`config.mk`:
```
export PLATFORM = sky130hd
export DESIGN_NAME = lsm_top
export DESIGN_NICKNAME = d
export VERILOG_FILES = /design/src/include/lsm_pkg.sv /design/src/design/lsm_top.sv /design/src/design/lsm_sync.sv /design/src/design/lsm_filter.sv
export VERILOG_INCLUDE_DIRS = /design/src /design/src/include
export SDC_FILE = /design/constraint.sdc
export NUM_CORES = 1
export LEC_CHECK = 0
export ABC_AREA = 0
export BUFFER_PORTS_ARGS = -buffer_cell sky130_fd_sc_hd__buf_2
export CORE_MARGIN = 2
export CORE_UTILIZATION = 36
export CTS_CLUSTER_SIZE = 20
export DETAILED_ROUTE_END_ITERATION = 12
export HOLD_SLACK_MARGIN = 0.02
export PLACE_DENSITY = 0.52
export SYNTH_ARGS = -nofsm -noshare
export SYNTH_HDL_FRONTEND = slang
export SYNTH_SLANG_ARGS = --single-unit
```
`constraint.sdc`:
```
create_clock -name I_MCLK -period 1.74 [get_ports I_MCLK]
set_input_delay 0.087 -clock I_MCLK [delete_from_list [all_inputs] [get_ports I_MCLK]]
set_output_delay 0.087 -clock I_MCLK [all_outputs]
set_load 0.005 [all_outputs]
```
`src/include/lsm_cfg.svh`:
```
// constants of the logic supply monitor: timing, register bit positions, reset values
// assumes a 125 MHz logic clock; included by the package and by the lsm_top and lsm_filter design files
`ifndef LSM_CFG_SVH
`define LSM_CFG_SVH

// ********************************************
// timing
// ********************************************
`define LSM_CLK_PERIOD_NS 8
`define LSM_FIL_TIME_US 100
`define LSM_FIL_MIN_US 60
`define LSM_FIL_MAX_US 135
`define LSM_FIL_CYC ((`LSM_FIL_TIME_US * 1000) / `LSM_CLK_PERIOD_NS)
`define LSM_POR_TIME_US 220
`define LSM_POR_CYC ((`LSM_POR_TIME_US * 1000) / `LSM_CLK_PERIOD_NS)
`define LSM_CNT_W 16

// ********************************************
// status/control register layout
// ********************************************
`define LSM_BIT_OV_OK 0
`define LSM_BIT_UV_OK 1
`define LSM_BIT_SUP_OK 2
`define LSM_BIT_LATCH_EN 3
`define LSM_BIT_OV_LATCHED 4
`define LSM_BIT_TEST_LO 6
`define LSM_BIT_TEST_HI 7
`define LSM_TEST_OV 2'h0
`define LSM_TEST_UV 2'h1
`define LSM_RST_TEST 2'h2
`define LSM_RST_LATCH_EN 1'h0
`define LSM_RD_IDLE 8'h00

`endif

```
`src/include/lsm_pkg.sv`:
```
// types of the logic supply monitor
// assumes lsm_cfg.svh is on the include path
`include "lsm_cfg.svh"

package lsm_pkg;

  // power sequence, gray along off -> wait -> run
  typedef enum logic [1:0] {
    LSM_PWR_OFF  = 2'h0,
    LSM_PWR_WAIT = 2'h1,
    LSM_PWR_RUN  = 2'h3
  } lsm_pwr_t;

  // comparator and pin levels coming from outside the clock domain
  typedef struct packed {
    logic abe_hi;
    logic io_low;
    logic por_ok;
    logic under;
    logic over;
  } lsm_mon_t;

  typedef struct packed {
    logic [1:0] test;
    logic latch_en;
  } lsm_ctrl_t;

  typedef struct packed {
    lsm_mon_t s1;
    lsm_mon_t s2;
  } lsm_sync_st_t;

  typedef struct packed {
    logic filt;
    logic [`LSM_CNT_W-1:0] cnt;
  } lsm_filt_st_t;

  typedef struct packed {
    lsm_pwr_t pwr;
    logic [`LSM_CNT_W-1:0] por_cnt;
    lsm_ctrl_t ctrl;
    logic ov_latch;
    logic stage_en;
    logic abe_oe;
    logic log_en;
    logic [7:0] rdata;
  } lsm_top_st_t;

endpackage

```
`src/design/lsm_top.sv`:
```
// logic supply monitor and shutdown: power-up sequence, window filter,
// overvoltage latch, threshold self-test and diagnostic mode selection
// assumes analog comparators on I_MON, register strobes from the spi logic on I_MCLK,
// and I_RST_B low while the logic supply is below the functional reset level
`timescale 1ns/1ns
`include "lsm_cfg.svh"

module lsm_top #(
  parameter int unsigned FIL_CYC = `LSM_FIL_CYC,
  parameter int unsigned POR_CYC = `LSM_POR_CYC
) (
  input wire logic I_MCLK,
  input wire logic I_RST_B,
  input wire lsm_pkg::lsm_mon_t I_MON,
  input wire logic I_REG_WR,
  input wire logic [7:0] I_REG_WDATA,
  output logic [7:0] O_REG_RDATA,
  output logic O_ABE_OUT,
  output logic O_ABE_OE,
  output logic O_STAGE_EN,
  output logic O_DIAG_LOG_EN,
  output logic O_SPI_MODE,
  output logic O_OV_TEST_THR,
  output logic O_UV_TEST_THR
);
  import lsm_pkg::*;

  localparam logic [`LSM_CNT_W-1:0] POR_LAST = `LSM_CNT_W'(POR_CYC - 1);

  lsm_top_st_t st_q;
  lsm_top_st_t st_d;
  lsm_mon_t mon_s;
  logic uv_f;
  logic ov_f;
  logic spi;
  logic fault;
  logic run_d;

  // ********************************************
  // helpers
  // ********************************************
  function automatic logic test_is(input lsm_ctrl_t c, input logic s, input logic [1:0] m);
    test_is = s && (c.test == m);
  endfunction

  function automatic lsm_ctrl_t ctrl_default();
    lsm_ctrl_t c;
    c.test = `LSM_RST_TEST;
    c.latch_en = `LSM_RST_LATCH_EN;
    ctrl_default = c;
  endfunction

  // ********************************************
  // input synchronisation and filtering
  // ********************************************
  lsm_sync u_sync (
    .i_clk(I_MCLK),
    .i_rst_b(I_RST_B),
    .i_mon(I_MON),
    .o_mon(mon_s)
  );

  // both directions use the same filter time
  lsm_filter #(
    .CYC(FIL_CYC)
  ) u_uv_filt (
    .i_clk(I_MCLK),
    .i_rst_b(I_RST_B),
    .i_raw(mon_s.under),
    .o_filt(uv_f)
  );

  lsm_filter #(
    .CYC(FIL_CYC)
  ) u_ov_filt (
    .i_clk(I_MCLK),
    .i_rst_b(I_RST_B),
    .i_raw(mon_s.over),
    .o_filt(ov_f)
  );

  assign spi = !mon_s.io_low;
  assign fault = uv_f || ov_f || st_q.ov_latch;

  // ********************************************
  // sequence, register and shutdown logic
  // ********************************************
  always_comb begin
    st_d = st_q;
    unique case (st_q.pwr)
      LSM_PWR_OFF: begin
        st_d.por_cnt = '0;
        if (mon_s.por_ok) begin
          st_d.pwr = LSM_PWR_WAIT;
        end
      end
      LSM_PWR_WAIT: begin
        if (st_q.por_cnt == POR_LAST) begin
          st_d.pwr = LSM_PWR_RUN;
          st_d.por_cnt = '0;
        end else begin
          st_d.por_cnt = st_q.por_cnt + `LSM_CNT_W'(1);
        end
      end
      LSM_PWR_RUN: begin
        st_d.por_cnt = '0;
      end
      default: begin
        st_d.pwr = LSM_PWR_OFF;
      end
    endcase
    if (!mon_s.por_ok) begin
      st_d.pwr = LSM_PWR_OFF;
      st_d.por_cnt = '0;
    end
    if (st_q.pwr != LSM_PWR_RUN) begin
      st_d.ctrl = ctrl_default();
      st_d.ov_latch = 1'b0;
    end else begin
      // writes are taken during a fault too
      if (spi && I_REG_WR) begin
        st_d.ctrl.test = I_REG_WDATA[`LSM_BIT_TEST_HI:`LSM_BIT_TEST_LO];
        st_d.ctrl.latch_en = I_REG_WDATA[`LSM_BIT_LATCH_EN];
        if (I_REG_WDATA[`LSM_BIT_LATCH_EN] != st_q.ctrl.latch_en) begin
          st_d.ov_latch = 1'b0;
        end
      end
      if (!spi) begin
        st_d.ctrl = ctrl_default();
        st_d.ov_latch = 1'b0;
      end else if (ov_f && st_q.ctrl.latch_en) begin
        st_d.ov_latch = 1'b1;
      end
    end
    run_d = (st_d.pwr == LSM_PWR_RUN);
    st_d.stage_en = run_d && !fault && mon_s.abe_hi;
    st_d.abe_oe = !run_d || fault;
    st_d.log_en = run_d && !fault;
    if (spi) begin
      st_d.rdata = `LSM_RD_IDLE;
      st_d.rdata[`LSM_BIT_TEST_HI:`LSM_BIT_TEST_LO] = st_q.ctrl.test;
      st_d.rdata[`LSM_BIT_OV_LATCHED] = st_q.ov_latch;
      st_d.rdata[`LSM_BIT_LATCH_EN] = st_q.ctrl.latch_en;
      st_d.rdata[`LSM_BIT_SUP_OK] = !fault;
      st_d.rdata[`LSM_BIT_UV_OK] = !uv_f;
      st_d.rdata[`LSM_BIT_OV_OK] = !ov_f;
    end else begin
      st_d.rdata = `LSM_RD_IDLE;
    end
  end

  // reset gives outputs off and the enable line driven low
  always_ff @(posedge I_MCLK or negedge I_RST_B) begin
    if (!I_RST_B) begin
      st_q.pwr <= LSM_PWR_OFF;
      st_q.por_cnt <= '0;
      st_q.ctrl.test <= `LSM_RST_TEST;
      st_q.ctrl.latch_en <= `LSM_RST_LATCH_EN;
      st_q.ov_latch <= 1'b0;
      st_q.stage_en <= 1'b0;
      st_q.abe_oe <= 1'b1;
      st_q.log_en <= 1'b0;
      st_q.rdata <= `LSM_RD_IDLE;
    end else begin
      st_q <= st_d;
    end
  end

  // ********************************************
  // outputs
  // ********************************************
  assign O_REG_RDATA = st_q.rdata;
  assign O_ABE_OUT = 1'b0;
  assign O_ABE_OE = st_q.abe_oe;
  assign O_STAGE_EN = st_q.stage_en;
  assign O_DIAG_LOG_EN = st_q.log_en;
  assign O_SPI_MODE = spi;
  assign O_OV_TEST_THR = test_is(st_q.ctrl, spi, `LSM_TEST_OV);
  assign O_UV_TEST_THR = test_is(st_q.ctrl, spi, `LSM_TEST_UV);
endmodule

```
`src/design/lsm_sync.sv`:
```
// two-stage synchroniser for the monitor comparators and the enable pin
// assumes asynchronous inputs and an active-low asynchronous reset
`timescale 1ns/1ns

module lsm_sync (
  input wire logic i_clk,
  input wire logic i_rst_b,
  input wire lsm_pkg::lsm_mon_t i_mon,
  output lsm_pkg::lsm_mon_t o_mon
);
  import lsm_pkg::*;

  lsm_sync_st_t st_q;
  lsm_sync_st_t st_d;

  always_comb begin
    st_d.s1 = i_mon;
    st_d.s2 = st_q.s1;
  end

  // reset value: supply low, no fault, enable pin low
  always_ff @(posedge i_clk or negedge i_rst_b) begin
    if (!i_rst_b) begin
      st_q <= '0;
    end else begin
      st_q <= st_d;
    end
  end

  assign o_mon = st_q.s2;

endmodule

```
`src/design/lsm_filter.sv`:
```
// glitch filter for one supply comparator
// assumes a synchronised input on the same clock
`timescale 1ns/1ns
`include "lsm_cfg.svh"

module lsm_filter #(
  parameter int unsigned CYC = `LSM_FIL_CYC
) (
  input wire logic i_clk,
  input wire logic i_rst_b,
  input wire logic i_raw,
  output logic o_filt
);
  import lsm_pkg::*;

  localparam logic [`LSM_CNT_W-1:0] LAST = `LSM_CNT_W'(CYC - 1);

  lsm_filt_st_t st_q;
  lsm_filt_st_t st_d;

  always_comb begin
    st_d = st_q;
    if (i_raw == st_q.filt) begin
      st_d.cnt = '0;
    end else if (st_q.cnt == LAST) begin
      st_d.filt = i_raw;
      st_d.cnt = '0;
    end else begin
      st_d.cnt = st_q.cnt + `LSM_CNT_W'(1);
    end
  end

  always_ff @(posedge i_clk or negedge i_rst_b) begin
    if (!i_rst_b) begin
      st_q <= '0;
    end else begin
      st_q <= st_d;
    end
  end

  assign o_filt = st_q.filt;
endmodule

```
# [After elaboration in Yosys (flattened, before gate mapping)]
# Index checks and enable logic that the tools add are counted.
[totals] ff_bits=77 latchBits=0 ram_bits=0 rom_bits=0 input_bits=16 out_inout_bits=15 wordCells=79 mem_count=0
[classes] addsub=3 mul=0 div_mod_pow=0 magnitude_cmp=0 eq_ne=12 shifts=0 muxes=16 n_bitwise=2 n_reduce_logical=23
[op_table] cell="$mux 16" n=5
[op_table] cell="$add 16x1->16 const B" n=3
[op_table] cell="$eq 16x14->1 const B" n=2
[op_table] cell="$pmux 16 s2" n=1
[op_table] cell="$mux 18" n=1
[op_table] cell="$eq 16x15->1 const B" n=1
[op_table] cell="$mux 4" n=2
[op_table] cell="$mux 8" n=1
[op_table] cell="$reduce_bool 4->1" n=2
[op_table] cell="$logic_and 1x1->1" n=6
[op_table] cell="$pmux 2 s3" n=1
[op_table] cell="$reduce_and 2->1" n=3
[op_table] cell="$logic_not 1->1" n=5
[op_table] cell="$eq 2x1->1 const B" n=2
[op_table] cell="$eq 2x2->1 const B" n=2
[op_table] cell="$logic_not 2->1" n=2
[op_table] cell="$logic_or 1x1->1" n=3
[op_table] cell="$mux 1" n=3
[op_table] cell="$mux 3" n=1
[op_table] cell="$ne 3x3->1 const B" n=1
[op_table] cell="$reduce_bool 3->1" n=1
[op_table] cell="$eq 1x1->1" n=2
[op_table] cell="$mux 2" n=1
[op_table] cell="$ne 2x2->1 const B" n=1
[op_table] cell="other kinds (3)" n=4

# [Depth between registers and ports, before layout]
[depth] word_depth=7 depth_mapped=8

# [By module]
# Synthesis repeated with hierarchy kept, for this count alone.
[unflattened] cells_unflattened=322 area_unflattened_um2=3602.2
[by_module_without_submodules] mod="lsm_filter" instances=2 cells_per_inst=81 area_per_inst_um2=885.8
[by_module_without_submodules] mod="lsm_top" instances=1 cells_per_inst=150 area_per_inst_um2=1580.3
[by_module_without_submodules] mod="lsm_sync" instances=1 cells_per_inst=10 area_per_inst_um2=250.2

# [Worst setup path before layout]
# No wires, ideal clock.
[synth_timing] kind="register to register" from="register st_q[31] (netlist bit)" to="register st_q[26] (netlist bit)" setup_time_ns=0.116 t_arrival_ns=1.615 required_time_ns=1.624 path_slack_ns=0.009 stages_incl_launch_ff=8 path_buffers=1 synth_period_minus_slack_ns=1.731 path_cell_list="dfrtp_1 -> inv_1 -> ha_1 -> nor2b_1 -> nor2b_1 -> buf_2 -> nand2_1 -> o311ai_0"
[synth_between] elab_chain_len=4
[synth_rtl] item="start: declaration" line_no="lsm_top.sv:30" rtl="lsm_top_st_t st_q;"
[synth_rtl] item="start signal: assignment" line_no="lsm_top.sv:165" rtl="st_q <= st_d;"
[synth_rtl] item="$eq 2x2->1 or $logic_not 2->1 (tied branches)" line_no="lsm_top.sv:90" rtl="unique case (st_q.pwr)"
[synth_rtl] item="$reduce_or 2->1 (no line)"
[synth_rtl] item="$pmux 16 s2" line_no="lsm_top.sv:90"
[synth_rtl] item="$mux 18" line_no="lsm_top.sv:112" rtl="if (!mon_s.por_ok) begin"
# Parallel ways exist; a longest one is shown, timed or not.
# A chain may end at the register's enable or synchronous reset.

==> impl_metrics.env <==
export IMPL_grt_first_pass_wirelength_microns=13530
export IMPL_cts_made_buffers=9
export IMPL_grt_pass1_vias=2784
export IMPL_worst_setup_hold_path_clk_slew_ns=0.09
export IMPL_critical_path_max_fanout=5
export IMPL_max_cap_viol_count=0
export IMPL_drt_pass1_iterations=4
export IMPL_worstHoldPathType="primary input to flop"
export IMPL_final_design_area_no_fill_sq_um=4463
export IMPL_io_pins=31
export IMPL_report_final_hold_viol_count=0
export IMPL_report_final_setup_viol=0
export IMPL_cellLeakagePower_nw=1.947
export IMPL_drtIter0Drc=85
export IMPL_port_buffers=23
export IMPL_grt_max_degree=48
export IMPL_rsz0062_at_grt="yes"
export IMPL_routed_wire_length_per_instance_microns=13.50
export IMPL_floorplan_die_width_microns=105.2
export IMPL_yosysSeqAreaShare=0.5166
export IMPL_detailed_place_area_sq_um=4089
export IMPL_finalNetCount=440
export IMPL_cp_data_required_time_ns=2.00
export IMPL_run_status="complete, no violations"
export IMPL_worst_hold_slack_ns=0.03540
export IMPL_netlist_instances=365
export IMPL_clkLatencyLatePin_ns=0.34
export IMPL_multiplexer_share_of_the_synthesized_area=0.01426
export IMPL_fillCellCount=945
export IMPL_detailedPlacementHpwl_microns=5233
export IMPL_layout_core_utilization=0.4524
export IMPL_clk_root_buffer_cell="sky130_fd_sc_hd__clkbuf_8"
export IMPL_worstSetupPathType="flop to flop"
export IMPL_synth_flop_cell="sky130_fd_sc_hd__dfrtp_1"
export IMPL_die_area_sq_um=11060
export IMPL_arrival_ns=1.94
export IMPL_floorplan_initialDensity=0.3737
export IMPL_area_delta_synth_final_pct=21.08
export IMPL_via_count=2797
export IMPL_gp_congestion=0.8182
export IMPL_synthesis_area_sq_um=3686
export IMPL_synthDominantCellAreaShare=0.5024
export IMPL_overflow_left_after_global_routing=0
export IMPL_fp_row_count=36
export IMPL_finalClockSkew_ns=0.009979
export IMPL_remaining_drc_errors=0
export IMPL_layout_commonest_cell="sky130_fd_sc_hd__dfrtp_1"
export IMPL_fin_crit_period_ns=1.675
export IMPL_drtAntennaViolNets=0
export IMPL_antenna_cells=0
export IMPL_antenna_found_initial=0
export IMPL_die_h_microns=105.2
export IMPL_coreArea_sq_um=9864
export IMPL_main_combinational_cell_family_by_area_after_synthesis="simple AND/OR/NAND/NOR gates"
export IMPL_period_share=0.9629
export IMPL_clock_path_buffers=2
export IMPL_power_density_nw_per_um2=797.0
export IMPL_cts_tree="built"
export IMPL_layout_drive_gt1_share=0.2085
export IMPL_netlist_top_cell_by_area="sky130_fd_sc_hd__dfrtp_1"
export IMPL_setup_tns_final_ns=0
export IMPL_grt_usage=0.1488
export IMPL_most_common_layout_cells="sky130_fd_sc_hd__dfrtp_1 (74), sky130_fd_sc_hd__nor2_1 (34), sky130_fd_sc_hd__buf_4 (33), sky130_fd_sc_hd__nand3_1 (26)"
export IMPL_cts_sink_count=76
export IMPL_yosys_cell_types_count=46
export IMPL_worst_ir_drop_vdd_mv=0.5505
export IMPL_synthesis_yosys_warnings=0
export IMPL_max_freq_mhz=596.8
export IMPL_synth_seq_cells=76
export IMPL_synth_area_leaders="sky130_fd_sc_hd__dfrtp_1 (50%), sky130_fd_sc_hd__xor2_1 (4.3%), sky130_fd_sc_hd__nand4_1 (3.7%), sky130_fd_sc_hd__nand3_1 (3.5%), sky130_fd_sc_hd__nor2_1 (3.5%)"
export IMPL_detail_route_wirelength_microns=7493
export IMPL_crit_path_start_kind="flop"
export IMPL_share_of_synthesized_cell_area_in_full_adder_half_adder_and_majority_cells=0.02376
export IMPL_synth_simple_gate_area_share=0.2529
export IMPL_synth_edff_count=0
export IMPL_slew_viol_final=0
export IMPL_kind_of_capture_point_of_the_worst_setup_path="flop"
export IMPL_yosys_area_share_xor_xnor=0.06178
export IMPL_cts_htree_levels=3
export IMPL_postSynthAreaPerCell_sq_um=10.10
export IMPL_postSynth_asyncResetShare=1.000
export IMPL_viasPerCell=5.040
export IMPL_synth_compound_gate_area_share=0.07264
## power by group
| group | switching (mW) | total (mW) | internal, mW |
|---|---|---|---|
| logic | 0.107 | 0.190 | 0.0823 |
| clock network | 0.690 | 1.55 | 0.860 |
| registers | 0.0221 | 1.82 | 1.80 |
| total | 0.819 | 3.56 | 2.74 |
## cells by family after synthesis
family                     Yosys count
adders and majority gates            7
DFF                                 76
muxes                                5
and+or+nand+nor                    167
xor gates and xnor gates            26
other                                1
buffers and inverters               42
AOI/OAI and AO/OA                   41
## flip-flops by register name, summed over array words and instances (netlist names)
register	flops
O_ABE_OE	1
O_DIAG_LOG_EN	1
O_REG_RDATA	7
O_STAGE_EN	1
st_q	22
u_ov_filt.o_filt	1
u_ov_filt.st_q	16
u_sync.o_mon	5
u_sync.st_d	5
u_uv_filt.o_filt	1
u_uv_filt.st_q	16
## critical path, cell delays in order (launching register included)
cell                      delay, ns
sky130_fd_sc_hd__dfrtp_1       0.40
sky130_fd_sc_hd__ha_4          0.17
sky130_fd_sc_hd__and4b_1       0.18
sky130_fd_sc_hd__nand4_1       0.16
sky130_fd_sc_hd__o31a_1        0.38
sky130_fd_sc_hd__or3_1         0.32
## metrics by stage
step | setup WS (ns) | instances | power (mW)
2_1_floorplan | 0.009312 | 366 | 1.933
3_3_place_gp | 0.02328 | 528 | 2.027
3_5_place_dp | 0.002991 | 528 | 2.029
4_1_cts | 0.04216 | 552 | 3.617
5_1_grt | -0.02677 | 555 | 3.717
6_report | 0.06452 | 555 | 3.557
## metal layers
layer  GRT usage  vias up  share of wire
met2      0.2272       59           0.45
met4     0.04095        0         0.0091
met5           0        -              0
met3     0.03681        6          0.040
li1            -     1394              -
met1      0.2100     1338           0.50
## synthesized netlist by cell type, types with 3 or more instances
cell type,count
sky130_fd_sc_hd__mux2i_1,3
sky130_fd_sc_hd__dfrtp_1,74
sky130_fd_sc_hd__a21oi_1,4
sky130_fd_sc_hd__and2_1,5
sky130_fd_sc_hd__and4b_1,3
sky130_fd_sc_hd__nand2b_1,4
sky130_fd_sc_hd__nand2_1,22
sky130_fd_sc_hd__clkbuf_1,6
sky130_fd_sc_hd__or3_1,4
sky130_fd_sc_hd__o21ai_0,6
sky130_fd_sc_hd__and4_1,7
sky130_fd_sc_hd__o22ai_1,6
sky130_fd_sc_hd__o211ai_1,3
sky130_fd_sc_hd__xor2_1,18
sky130_fd_sc_hd__buf_4,11
sky130_fd_sc_hd__buf_2,7
sky130_fd_sc_hd__nor2b_1,8
sky130_fd_sc_hd__nor3_1,7
sky130_fd_sc_hd__and3_1,4
sky130_fd_sc_hd__nand4_1,22
sky130_fd_sc_hd__nor4_1,7
sky130_fd_sc_hd__or4_1,3
sky130_fd_sc_hd__inv_1,16
sky130_fd_sc_hd__xnor2_1,8
sky130_fd_sc_hd__a31oi_1,13
sky130_fd_sc_hd__ha_1,7
sky130_fd_sc_hd__nor2_1,34
sky130_fd_sc_hd__nand3_1,26
## final timing paths
path                                          start                         to  slack (ns)  depth (start not counted)
setup / recovery               st_q[16]$_DFFE_PN0P_         O_ABE_OE$_DFF_PN1_        0.06                          5
hold / removal                       I_REG_WDATA[3]       st_q[12]$_DFFE_PN0P_        0.04                          3
setup reg to reg               st_q[16]$_DFFE_PN0P_         O_ABE_OE$_DFF_PN1_        0.06                          5
hold reg to reg            u_sync.st_d[3]$_DFF_PN0_  u_sync.o_mon[3]$_DFF_PN0_        0.35                          0
max in group asynchronous                   I_RST_B       st_q[14]$_DFFE_PN1P_        0.89                          3
min in group asynchronous                   I_RST_B       st_q[21]$_DFFE_PN0P_        0.22                          2
## final cells by class
class | instances | area, sq um | share of cell area
Inverter | 16 | 60.06 | 0.01346
Tap cell | 133 | 166.4 | 0.03729
Sequential cell | 76 | 1904 | 0.4267
Multi-Input combinational cell | 248 | 1612 | 0.3611
Timing Repair Buffer | 66 | 489.2 | 0.1096
Clock buffer | 10 | 137.6 | 0.03084
Clock inverter | 6 | 93.84 | 0.02103
## repair_timing
action,in CTS,in global routing
buffers inserted,0,3
setup endpoints to repair,6,31
hold buffers,8,0
pin swaps,0,4
hold endpoints to repair,36,0
gates resized for setup,2,8
Note: power is estimated with default switching activity, not from simulation.
